## src/logic/hbc_regs.svh

```systemverilog
/*
 * holds the offsets, field positions, reset values and timing counts of the
 * host bridge identification and command registers.
 * assumes it is included by its bare name from the package and the modules.
 */
`ifndef HBC_REGS_SVH
`define HBC_REGS_SVH

// dword-aligned configuration offsets
`define HBC_OFF_IDENT 8'h00
`define HBC_OFF_CMDSTS 8'h04

// command word fields
`define HBC_CMD_SYSTEM_ERROR_ENABLE_BIT 8
`define HBC_CMD_PARITY_ERROR_ENABLE_BIT 6
`define HBC_CMD_RESET 16'h0006
`define HBC_CMD_FIXED 16'h0006
`define HBC_CMD_SYSTEM_ERROR_ENABLE_RESET 1'h0
`define HBC_CMD_PARITY_ERROR_ENABLE_RESET 1'h0

// status word fields
`define HBC_STS_DPE_BIT 15
`define HBC_STS_SSE_BIT 14
`define HBC_STS_RTAS_BIT 12
`define HBC_STS_FIXED 16'h0200

// perr pin: cycles driven low, then one cycle driven high before release
`define HBC_PERR_LOW_CYCLES 2'h1

`endif

```

## src/logic/hbc_pkg.sv

```systemverilog
/*
 * holds the types shared by the host bridge command register modules.
 * assumes hbc_regs.svh sits on the include path.
 */
package hbc_pkg;
    `include "hbc_regs.svh"

    // configuration word as seen on the register port
    typedef logic [15:0] hbc_half_t;

    // perr pin driver states
    typedef enum logic [1:0] {
        HBC_PERR_IDLE = 2'b00,
        HBC_PERR_LOW  = 2'b01,
        HBC_PERR_HIGH = 2'b10
    } hbc_perr_st_t;
endpackage

```

## src/logic/hbc_err_if.sv

```systemverilog
/*
 * holds the interface between the command register core and the error gate.
 * assumes both ends run on ref_clk; every signal is a level or a one-cycle pulse.
 */
`timescale 1ns/1ns
interface hbc_err_if;
    logic system_error_enable;         // system error enable from the command word
    logic parity_error_enable;         // parity error enable from the command word
    logic perr_serr_en;  // error command enable for sampled perr
    logic ev_tabort;     // own transaction ended by target abort
    logic ev_apar;       // address phase parity error
    logic ev_dpar;       // data phase parity error while receiving
    logic ev_perr_smp;   // perr sampled asserted on the bus
    logic serr_req;      // pulse: drive serr now
    logic perr_req;      // pulse: drive perr now
    logic dpe_set;       // pulse: set detected parity flag

    modport core (output system_error_enable, parity_error_enable, perr_serr_en, ev_tabort, ev_apar, ev_dpar, ev_perr_smp,
                  input serr_req, perr_req, dpe_set);
    modport gate (input system_error_enable, parity_error_enable, perr_serr_en, ev_tabort, ev_apar, ev_dpar, ev_perr_smp,
                  output serr_req, perr_req, dpe_set);
endinterface

```

## src/logic/hbc_err_gate.sv

```systemverilog
/*
 * holds the combinational gating of bus error events by the command enables.
 * assumes events are one-cycle pulses from the bus interface logic.
 */
`timescale 1ns/1ns
module hbc_err_gate (
    hbc_err_if.gate err
);
    import hbc_pkg::*;

    ////////////////////////////////////////////////////////////////////////////
    // parity errors only reach serr and perr when parity reporting is on
    logic apar_rep;  // address parity routed to serr
    logic perr_rep;  // sampled perr routed to serr

    always_comb begin
        apar_rep = err.ev_apar & err.parity_error_enable & err.system_error_enable;
        perr_rep = err.ev_perr_smp & err.perr_serr_en & err.parity_error_enable & err.system_error_enable;
    end

    ////////////////////////////////////////////////////////////////////////////
    // serr: target abort, address parity, sampled perr; never without system_error_enable
    always_comb begin
        err.serr_req = (err.ev_tabort & err.system_error_enable) | apar_rep | perr_rep;
    end

    // perr carries data phase errors only, address parity never goes there
    always_comb begin
        err.perr_req = err.ev_dpar & err.parity_error_enable;
    end

    // detection flag ignores the enables entirely
    always_comb begin
        err.dpe_set = err.ev_apar | err.ev_dpar;
    end
endmodule

```

## src/logic/hbc_cfg_top.sv

```systemverilog
/*
 * holds the identification, command and minimal status words of the host
 * bridge configuration header, plus the serr and perr pin drivers.
 * assumes a configuration cycle decoder in front that presents one dword
 * access per cfg_req pulse, and bus logic that reports errors as pulses.
 */
// Notes on behaviour
// - maker code at offset zero, read only
// - part code at offset two, read only
// - command resets to 0006h, two enables defined
// - system_error_enable set lets errors assert serr
// - system_error_enable clear means serr never driven
// - target abort on own cycle asserts serr
// - address parity to serr needs both enables
// - sampled perr to serr via error command
// - system_error_enable covers primary bus errors only
// - parity_error_enable reports received data parity on perr
// - address parity goes serr, never perr
// - parity_error_enable clear hides all parity reports
// - detected parity flag sets regardless of parity_error_enable
`timescale 1ns/1ns
`include "hbc_regs.svh"
module hbc_cfg_top #(
    parameter logic [15:0] MAKER_CODE = 16'h1A2B, // arbitrary value
    parameter logic [15:0] PART_CODE = 16'h3C4D   // arbitrary value
) (
    input wire logic ref_clk,
    input wire logic rst,
    input wire logic cfg_req,
    input wire logic cfg_we,
    input wire logic [7:0] cfg_addr,
    input wire logic [3:0] cfg_be,
    input wire logic [31:0] cfg_wdata,
    output logic [31:0] cfg_rdata,
    output logic cfg_ack,
    input wire logic perr_serr_en,
    input wire logic ev_tabort,
    input wire logic ev_apar,
    input wire logic ev_dpar,
    input wire logic ev_perr_smp,
    output logic serr_n_o,
    output logic serr_oe_n,
    output logic perr_n_o,
    output logic perr_oe_n,
    output logic cmd_system_error_enable,
    output logic cmd_parity_error_enable
);
    import hbc_pkg::*;

    ////////////////////////////////////////////////////////////////////////////
    // declarations

    hbc_err_if err_bus ();  // carrier to the error gate

    logic system_error_enable_ff;         // system error enable
    logic nxt_system_error_enable;
    logic parity_error_enable_ff;         // parity error enable
    logic nxt_parity_error_enable;
    logic dpe_ff;           // detected parity error flag
    logic nxt_dpe;
    logic sse_ff;           // signalled system error flag
    logic nxt_sse;
    logic rtas_ff;          // received target abort flag
    logic nxt_rtas;
    logic [31:0] rdata_ff;  // registered read data
    logic [31:0] nxt_rdata;
    logic ack_ff;           // one-cycle access answer
    logic nxt_ack;
    logic serr_act_ff;      // serr driven this cycle
    logic nxt_serr_act;
    hbc_perr_st_t perr_st_ff;  // perr pin state
    hbc_perr_st_t nxt_perr_st;
    logic [1:0] perr_cnt_ff;   // cycles left low
    logic [1:0] nxt_perr_cnt;

    logic sel_ident;        // access hits the identification dword
    logic sel_cmdsts;       // access hits the command and status dword
    logic wr_cmdsts;        // write strobe for that dword
    hbc_half_t cmd_rd;      // command word as read
    hbc_half_t sts_rd;      // status word as read

    // offsets as named constants so their dword part can be sliced
    localparam logic [7:0] OFF_IDENT = `HBC_OFF_IDENT;
    localparam logic [7:0] OFF_CMDSTS = `HBC_OFF_CMDSTS;

    ////////////////////////////////////////////////////////////////////////////
    // address decode, low two address bits ignored since access is by dword

    always_comb begin
        sel_ident = cfg_req & (cfg_addr[7:2] == OFF_IDENT[7:2]);
        sel_cmdsts = cfg_req & (cfg_addr[7:2] == OFF_CMDSTS[7:2]);
        wr_cmdsts = sel_cmdsts & cfg_we;
    end

    ////////////////////////////////////////////////////////////////////////////
    // read views of the words

    // bits 2:1 keep the reset pattern as fixed ones so the word reads 0006h
    // after reset; every other reserved bit is a constant zero
    always_comb begin
        cmd_rd = `HBC_CMD_FIXED;
        cmd_rd[`HBC_CMD_SYSTEM_ERROR_ENABLE_BIT] = system_error_enable_ff;
        cmd_rd[`HBC_CMD_PARITY_ERROR_ENABLE_BIT] = parity_error_enable_ff;
    end

    // only the flags this block owns; the rest of status lives elsewhere
    always_comb begin
        sts_rd = `HBC_STS_FIXED;
        sts_rd[`HBC_STS_DPE_BIT] = dpe_ff;
        sts_rd[`HBC_STS_SSE_BIT] = sse_ff;
        sts_rd[`HBC_STS_RTAS_BIT] = rtas_ff;
    end

    ////////////////////////////////////////////////////////////////////////////
    // command enables: next values

    // identification dword has no storage, so writes there fall away
    always_comb begin
        nxt_system_error_enable = system_error_enable_ff;
        nxt_parity_error_enable = parity_error_enable_ff;
        // only byte lane 1 and lane 0 hold the two writable bits
        if (wr_cmdsts && cfg_be[1]) begin
            nxt_system_error_enable = cfg_wdata[`HBC_CMD_SYSTEM_ERROR_ENABLE_BIT];
        end
        if (wr_cmdsts && cfg_be[0]) begin
            nxt_parity_error_enable = cfg_wdata[`HBC_CMD_PARITY_ERROR_ENABLE_BIT];
        end
    end

    // command enables: registers
    always_ff @(posedge ref_clk or posedge rst) begin
        if (rst) begin
            system_error_enable_ff <= `HBC_CMD_SYSTEM_ERROR_ENABLE_RESET;
            parity_error_enable_ff <= `HBC_CMD_PARITY_ERROR_ENABLE_RESET;
        end else begin
            system_error_enable_ff <= nxt_system_error_enable;
            parity_error_enable_ff <= nxt_parity_error_enable;
        end
    end

    ////////////////////////////////////////////////////////////////////////////
    // status flags: write one to clear, a set in the same cycle wins

    always_comb begin
        nxt_dpe = dpe_ff;
        nxt_sse = sse_ff;
        nxt_rtas = rtas_ff;
        // clears first so the sets below override them
        if (wr_cmdsts && cfg_be[3]) begin
            if (cfg_wdata[16 + `HBC_STS_DPE_BIT]) begin
                nxt_dpe = 1'h0;
            end
            if (cfg_wdata[16 + `HBC_STS_SSE_BIT]) begin
                nxt_sse = 1'h0;
            end
            if (cfg_wdata[16 + `HBC_STS_RTAS_BIT]) begin
                nxt_rtas = 1'h0;
            end
        end
        if (err_bus.dpe_set) begin
            nxt_dpe = 1'h1;
        end
        if (nxt_serr_act) begin
            nxt_sse = 1'h1;
        end
        if (ev_tabort) begin
            nxt_rtas = 1'h1;
        end
    end

    // status flags: registers
    always_ff @(posedge ref_clk or posedge rst) begin
        if (rst) begin
            dpe_ff <= 1'h0;
            sse_ff <= 1'h0;
            rtas_ff <= 1'h0;
        end else begin
            dpe_ff <= nxt_dpe;
            sse_ff <= nxt_sse;
            rtas_ff <= nxt_rtas;
        end
    end

    ////////////////////////////////////////////////////////////////////////////
    // register port answer: one cycle after each request, reads and writes

    always_comb begin
        nxt_ack = cfg_req;
        nxt_rdata = rdata_ff;
        if (cfg_req && !cfg_we) begin
            // unmapped offsets read as zero
            nxt_rdata = 32'h0000_0000;
            if (sel_ident) begin
                nxt_rdata = {PART_CODE, MAKER_CODE};
            end else if (sel_cmdsts) begin
                nxt_rdata = {sts_rd, cmd_rd};
            end
        end
    end

    // register port answer: registers
    always_ff @(posedge ref_clk or posedge rst) begin
        if (rst) begin
            rdata_ff <= 32'h0000_0000;
            ack_ff <= 1'h0;
        end else begin
            rdata_ff <= nxt_rdata;
            ack_ff <= nxt_ack;
        end
    end

    ////////////////////////////////////////////////////////////////////////////
    // error gate and its carrier

    always_comb begin
        err_bus.system_error_enable = system_error_enable_ff;
        err_bus.parity_error_enable = parity_error_enable_ff;
        err_bus.perr_serr_en = perr_serr_en;
        err_bus.ev_tabort = ev_tabort;
        err_bus.ev_apar = ev_apar;
        err_bus.ev_dpar = ev_dpar;
        err_bus.ev_perr_smp = ev_perr_smp;
    end

    hbc_err_gate u_gate (
        .err(err_bus.gate)
    );

    ////////////////////////////////////////////////////////////////////////////
    // serr driver: one cycle low per request

    always_comb begin
        nxt_serr_act = err_bus.serr_req;
    end

    always_ff @(posedge ref_clk or posedge rst) begin
        if (rst) begin
            serr_act_ff <= 1'h0;
        end else begin
            serr_act_ff <= nxt_serr_act;
        end
    end

    // the enable is gated with the live system_error_enable bit as well, so clearing system_error_enable
    // in the cycle of a pending pulse still keeps the pin released
    always_comb begin
        serr_oe_n = ~(serr_act_ff & system_error_enable_ff);
        serr_n_o = 1'h0;
    end

    ////////////////////////////////////////////////////////////////////////////
    // perr driver: low, then one cycle high so the shared line is restored
    // before release; a new error during the high cycle starts over

    always_comb begin
        nxt_perr_st = perr_st_ff;
        nxt_perr_cnt = perr_cnt_ff;
        case (perr_st_ff)
            HBC_PERR_IDLE: begin
                if (err_bus.perr_req) begin
                    nxt_perr_st = HBC_PERR_LOW;
                    nxt_perr_cnt = `HBC_PERR_LOW_CYCLES;
                end
            end
            HBC_PERR_LOW: begin
                // further errors while low extend the low phase
                if (err_bus.perr_req) begin
                    nxt_perr_cnt = `HBC_PERR_LOW_CYCLES;
                end else if (perr_cnt_ff <= 2'h1) begin
                    nxt_perr_st = HBC_PERR_HIGH;
                    nxt_perr_cnt = 2'h0;
                end else begin
                    nxt_perr_cnt = perr_cnt_ff - 2'h1;
                end
            end
            HBC_PERR_HIGH: begin
                if (err_bus.perr_req) begin
                    nxt_perr_st = HBC_PERR_LOW;
                    nxt_perr_cnt = `HBC_PERR_LOW_CYCLES;
                end else begin
                    nxt_perr_st = HBC_PERR_IDLE;
                end
            end
            default: begin
                nxt_perr_st = HBC_PERR_IDLE;
                nxt_perr_cnt = 2'h0;
            end
        endcase
    end

    always_ff @(posedge ref_clk or posedge rst) begin
        if (rst) begin
            perr_st_ff <= HBC_PERR_IDLE;
            perr_cnt_ff <= 2'h0;
        end else begin
            perr_st_ff <= nxt_perr_st;
            perr_cnt_ff <= nxt_perr_cnt;
        end
    end

    // pin drive follows the state directly
    always_comb begin
        perr_oe_n = (perr_st_ff == HBC_PERR_IDLE);
        perr_n_o = (perr_st_ff != HBC_PERR_LOW);
    end

    ////////////////////////////////////////////////////////////////////////////
    // outputs

    always_comb begin
        cfg_rdata = rdata_ff;
        cfg_ack = ack_ff;
        cmd_system_error_enable = system_error_enable_ff;
        cmd_parity_error_enable = parity_error_enable_ff;
    end
endmodule

```

## config.mk

```make
export PLATFORM = sky130hd
export DESIGN_NAME = hbc_cfg_top
export DESIGN_NICKNAME = d
export VERILOG_FILES = /design/src/logic/hbc_pkg.sv /design/src/logic/hbc_err_if.sv /design/src/logic/hbc_err_gate.sv /design/src/logic/hbc_cfg_top.sv
export VERILOG_INCLUDE_DIRS = /design/src /design/src/logic
export SDC_FILE = /design/constraint.sdc
export NUM_CORES = 1
export LEC_CHECK = 0
export BUFFER_PORTS_ARGS = -buffer_cell sky130_fd_sc_hd__clkbuf_2
export CORE_UTILIZATION = 39
export DETAILED_ROUTE_END_ITERATION = 7
export PLACE_DENSITY = 0.9
export SLEW_MARGIN = 10
export SYNTH_ARGS = -nofsm -noshare
export SYNTH_HDL_FRONTEND = slang
export SYNTH_SLANG_ARGS = --single-unit
```

## constraint.sdc

```tcl
create_clock -name ref_clk -period 1.9 [get_ports ref_clk]
set_input_delay 0.285 -clock ref_clk [delete_from_list [all_inputs] [get_ports ref_clk]]
set_output_delay 0.285 -clock ref_clk [all_outputs]
set_load 0.02 [all_outputs]
```

==> impl_metrics.csv <==
group,metric,value,unit
grt,grt-ovfl-total,0,
route,dr_wl_met3,175,um
grt,grt_use_total,15.0,%
yosys,yosys_register_bits,19,
cts,holdBufCountCts,0,
cts,tritoncts,"done",
yosys,synth_cell_types,27,
timing,finalCriticalPeriod,1.36,ns
worst_setup_path,cp_slowest_cell,"dfrtp_1",
cts,cts_inserted_buffers,3,
yosys,synth_top_family_by_area,"buffers and inverters",
route,antenna_left,0,
yosys,synth_mux_area_share,2.26,%
final_layout,drive_gt1_share,39.7,%
route,firstDrtPassIters,4,
timing,hold_violations,0,
timing,slew_violations,0,
worst_setup_path,worstPathRequired,1.62,ns
die,start_util,43.3,%
route,route.met2.wl,854,um
route,wl_met1,773,um
worst_setup_path,cp_max_fo,14,
run,cap_viol_max_count,0,
final_layout,finalNonFillerCells,164,
route,num_vias,798,
timing,worstMarginPinSlew,0.694,ns
yosys,synthXorXnorAreaFrac,0,%
worst_setup_path,startpoint_type,"flop",
worst_setup_path,rrSetupSlack,0.94,ns
yosys,synthArstFlopShare,100,%
timing,grt_setup_unrepaired,"no",
cts,clk_latency,0.28,ns
grt,grt_max_degree,20,
final_layout,diodes,0,
placement,port_buffers,49,
route,vias_per_cell,4.87,
yosys,netlist.area_leader.share,47.8,%
outcome,status,"complete, no violations",
worst_setup_path,crit_chain,"clkbuf_2",
cts,cts_buffer_depth,2,
route,drt-initial-drc-count,8,
worst_setup_path,ff2ff_path_depth,3,
yosys,yosysSeqAreaShare,47.8,%
worst_setup_path,critPathArrivalTime,1.08,ns
timing,finalCritPeriodShare,71.6,%
grt,grt_pass1_vias,659,
route,detail_route.wirelength,1840,um
yosys,synth-simple-area-share,17.4,%
route,top_layer,"met4",
yosys,ys_warn_count,0,
die,dieArea,2760,um^2
timing,fmax,735,MHz
yosys,netlist_instances,98,
timing,relSlewSlack,53.7,%
timing,setup_tns,0,ns
worst_setup_path,crit_path_end_kind,"output pin",
yosys,synth_ff_type,"dfrtp_1",
yosys,syn_avg_cell_area,10.2,um^2
die,ios,92,
yosys,synth_compound_area_share,11.8,%
power,power.density,667,nW/um^2
yosys,synth_edf_count,0,
worst_setup_path,critPathMaxStageDelay,0.55,ns
die,core-area,2300,um^2
worst_setup_path,critPathBufInv,1,
worst_setup_path,crit_family,"flip-flops",
grt,grt_antenna_before_repair,0,
placement,dp_cells,160,
final_layout,nets,190,
cts,post_cts_buffers,0,
route,drc,0,
cts,h-tree-depth,1,
grt,grt_pass1_wl,2920,um
cts,clkTransAtPathRegs,0.10,ns
yosys,syn_area,995,um^2
yosys,synth-adder-area-share,0,%
worst_setup_path,worstSetupPathType,"reg -> out",
power,p_leak,0.633,nW
die,die_w,52.5,um
cts,numClockSinks,19,
power,ir_worst_vdd,416,uV
die,chipHeight,52.5,um
worst_setup_path,r2r-end,"perr_cnt_ff[0]",
route,wl_per_cell,11.2,um
timing,skew,0.00221,ns
yosys,synthTopCellsByArea,"dfrtp_1 48%, buf_4 19%, nand2_1 4.5%, o21ai_0 3.5%, a21o_1 2.3%",
die,fp-row-count,17,
cts,clockRootBuffer,"clkbuf_4",
yosys,ys_top_cells_by_count,"25 x buf_4, 19 x dfrtp_1, 12 x nand2_1, 7 x o21ai_0",
yosys,synth.most_common_cell,"buf_4",
cts,ctsResizeCount,0,
final_layout,area_growth,15.7,%
min_path,worstHoldPathType,"in -> async",
yosys,synth_area_leader_cell,"dfrtp_1",
timing,setup_viol,0,
placement,dp_hpwl,1450,um
worst_setup_path,worstReg2RegStart,"cmd_parity_error_enable",
placement,gp_congestion,0.763,
==> through the flow <==
| step | instance area [um^2] | hold slack [ns] | util [%] | power [W] | setup slack [ns] |
|---|---|---|---|---|---|
| floorplan | 1040 | 0.236 | - | 0.000553 | 0.696 |
| global placement | 1120 | 0.392 | 49.0 | 0.000574 | 0.501 |
| detailed placement | 1120 | 0.409 | 49.0 | 0.000580 | 0.458 |
| CTS | 1150 | 0.0883 | 50.1 | 0.000778 | 0.509 |
| global route | 1150 | 0.116 | 50.1 | 0.000818 | 0.406 |
| finish | 1150 | 0.0708 | 50.1 | 0.000767 | 0.539 |
==> per-layer routing <==
layer | up-vias | global-route usage (%)
met5 | - | 0
met3 | 2 | 2.90
met4 | 0 | 8.77
met2 | 54 | 24.7
li1 | 374 | -
met1 | 368 | 18.0
==> final cells by class <==
type / instances / area (um^2)
inverter: 3 / 11.3
multi-input combinational: 61 / 358
clock buffer: 4 / 26.3
sequential: 19 / 475
tap: 28 / 35.0
timing repair buffer: 49 / 245
fill: 223 / 1150
==> flip-flops by register name, indices dropped and copies added, names as in the netlist <==
signal and flops:
sse_ff 1, cfg_ack 1, rtas_ff 1, cmd_parity_error_enable 1, perr_st_ff 2, perr_cnt_ff 2
serr_act_ff 1, cfg_rdata 8, dpe_ff 1, cmd_system_error_enable 1
==> cells by family after synthesis <==
kind of cell | Yosys count
AO/OA/AOI/OAI | 18
buffers and inverters | 29
flip-flops | 19
multiplexers | 2
other | 1
AND/OR/NAND/NOR | 29
==> where the power goes <==
part	leakage [nW]	total, W	switching [W]	internal (W)
combinational	0.370	0.000123	0.0000780	0.0000448
clock	0.0150	0.000195	0.000114	0.0000814
sequential	0.247	0.000449	0.0000201	0.000429
==> worst max path at each step <==
stage	start	to	slack [ns]	depth (start not counted)
6_report	cfg_rdata[29]	cfg_rdata[18]	0.54	1
5_1_grt	cfg_rdata[29]	cfg_rdata[19]	0.41	1
4_1_cts	cfg_rdata[29]	cfg_rdata[18]	0.51	1
3_5_place_dp	cfg_addr[3]	cmd_parity_error_enable	0.46	4
3_3_place_gp	cfg_addr[3]	cmd_parity_error_enable	0.50	4
2_1_floorplan	cfg_addr[3]	cmd_parity_error_enable	0.70	3
==> placed cells by master, fill, tap and decap left out, types with 2 or more instances in the layout <==
| master | Yosys | final |
|---|---|---|
| inv_1 | 3 | 3 |
| a22o_1 | 2 | 2 |
| mux2_1 | 2 | 2 |
| clkbuf_4 | 0 | 3 |
| nor2_1 | 2 | 2 |
| conb_1 | 1 | 12 |
| dfrtp_1 | 19 | 19 |
| o21ai_0 | 7 | 7 |
| nand2b_1 | 3 | 3 |
| nand4_1 | 3 | 3 |
| nand3_1 | 2 | 2 |
| a21o_1 | 3 | 3 |
| clkbuf_2 | 0 | 49 |
| nand2_1 | 12 | 12 |
Power figures use the tool's default switching activity.
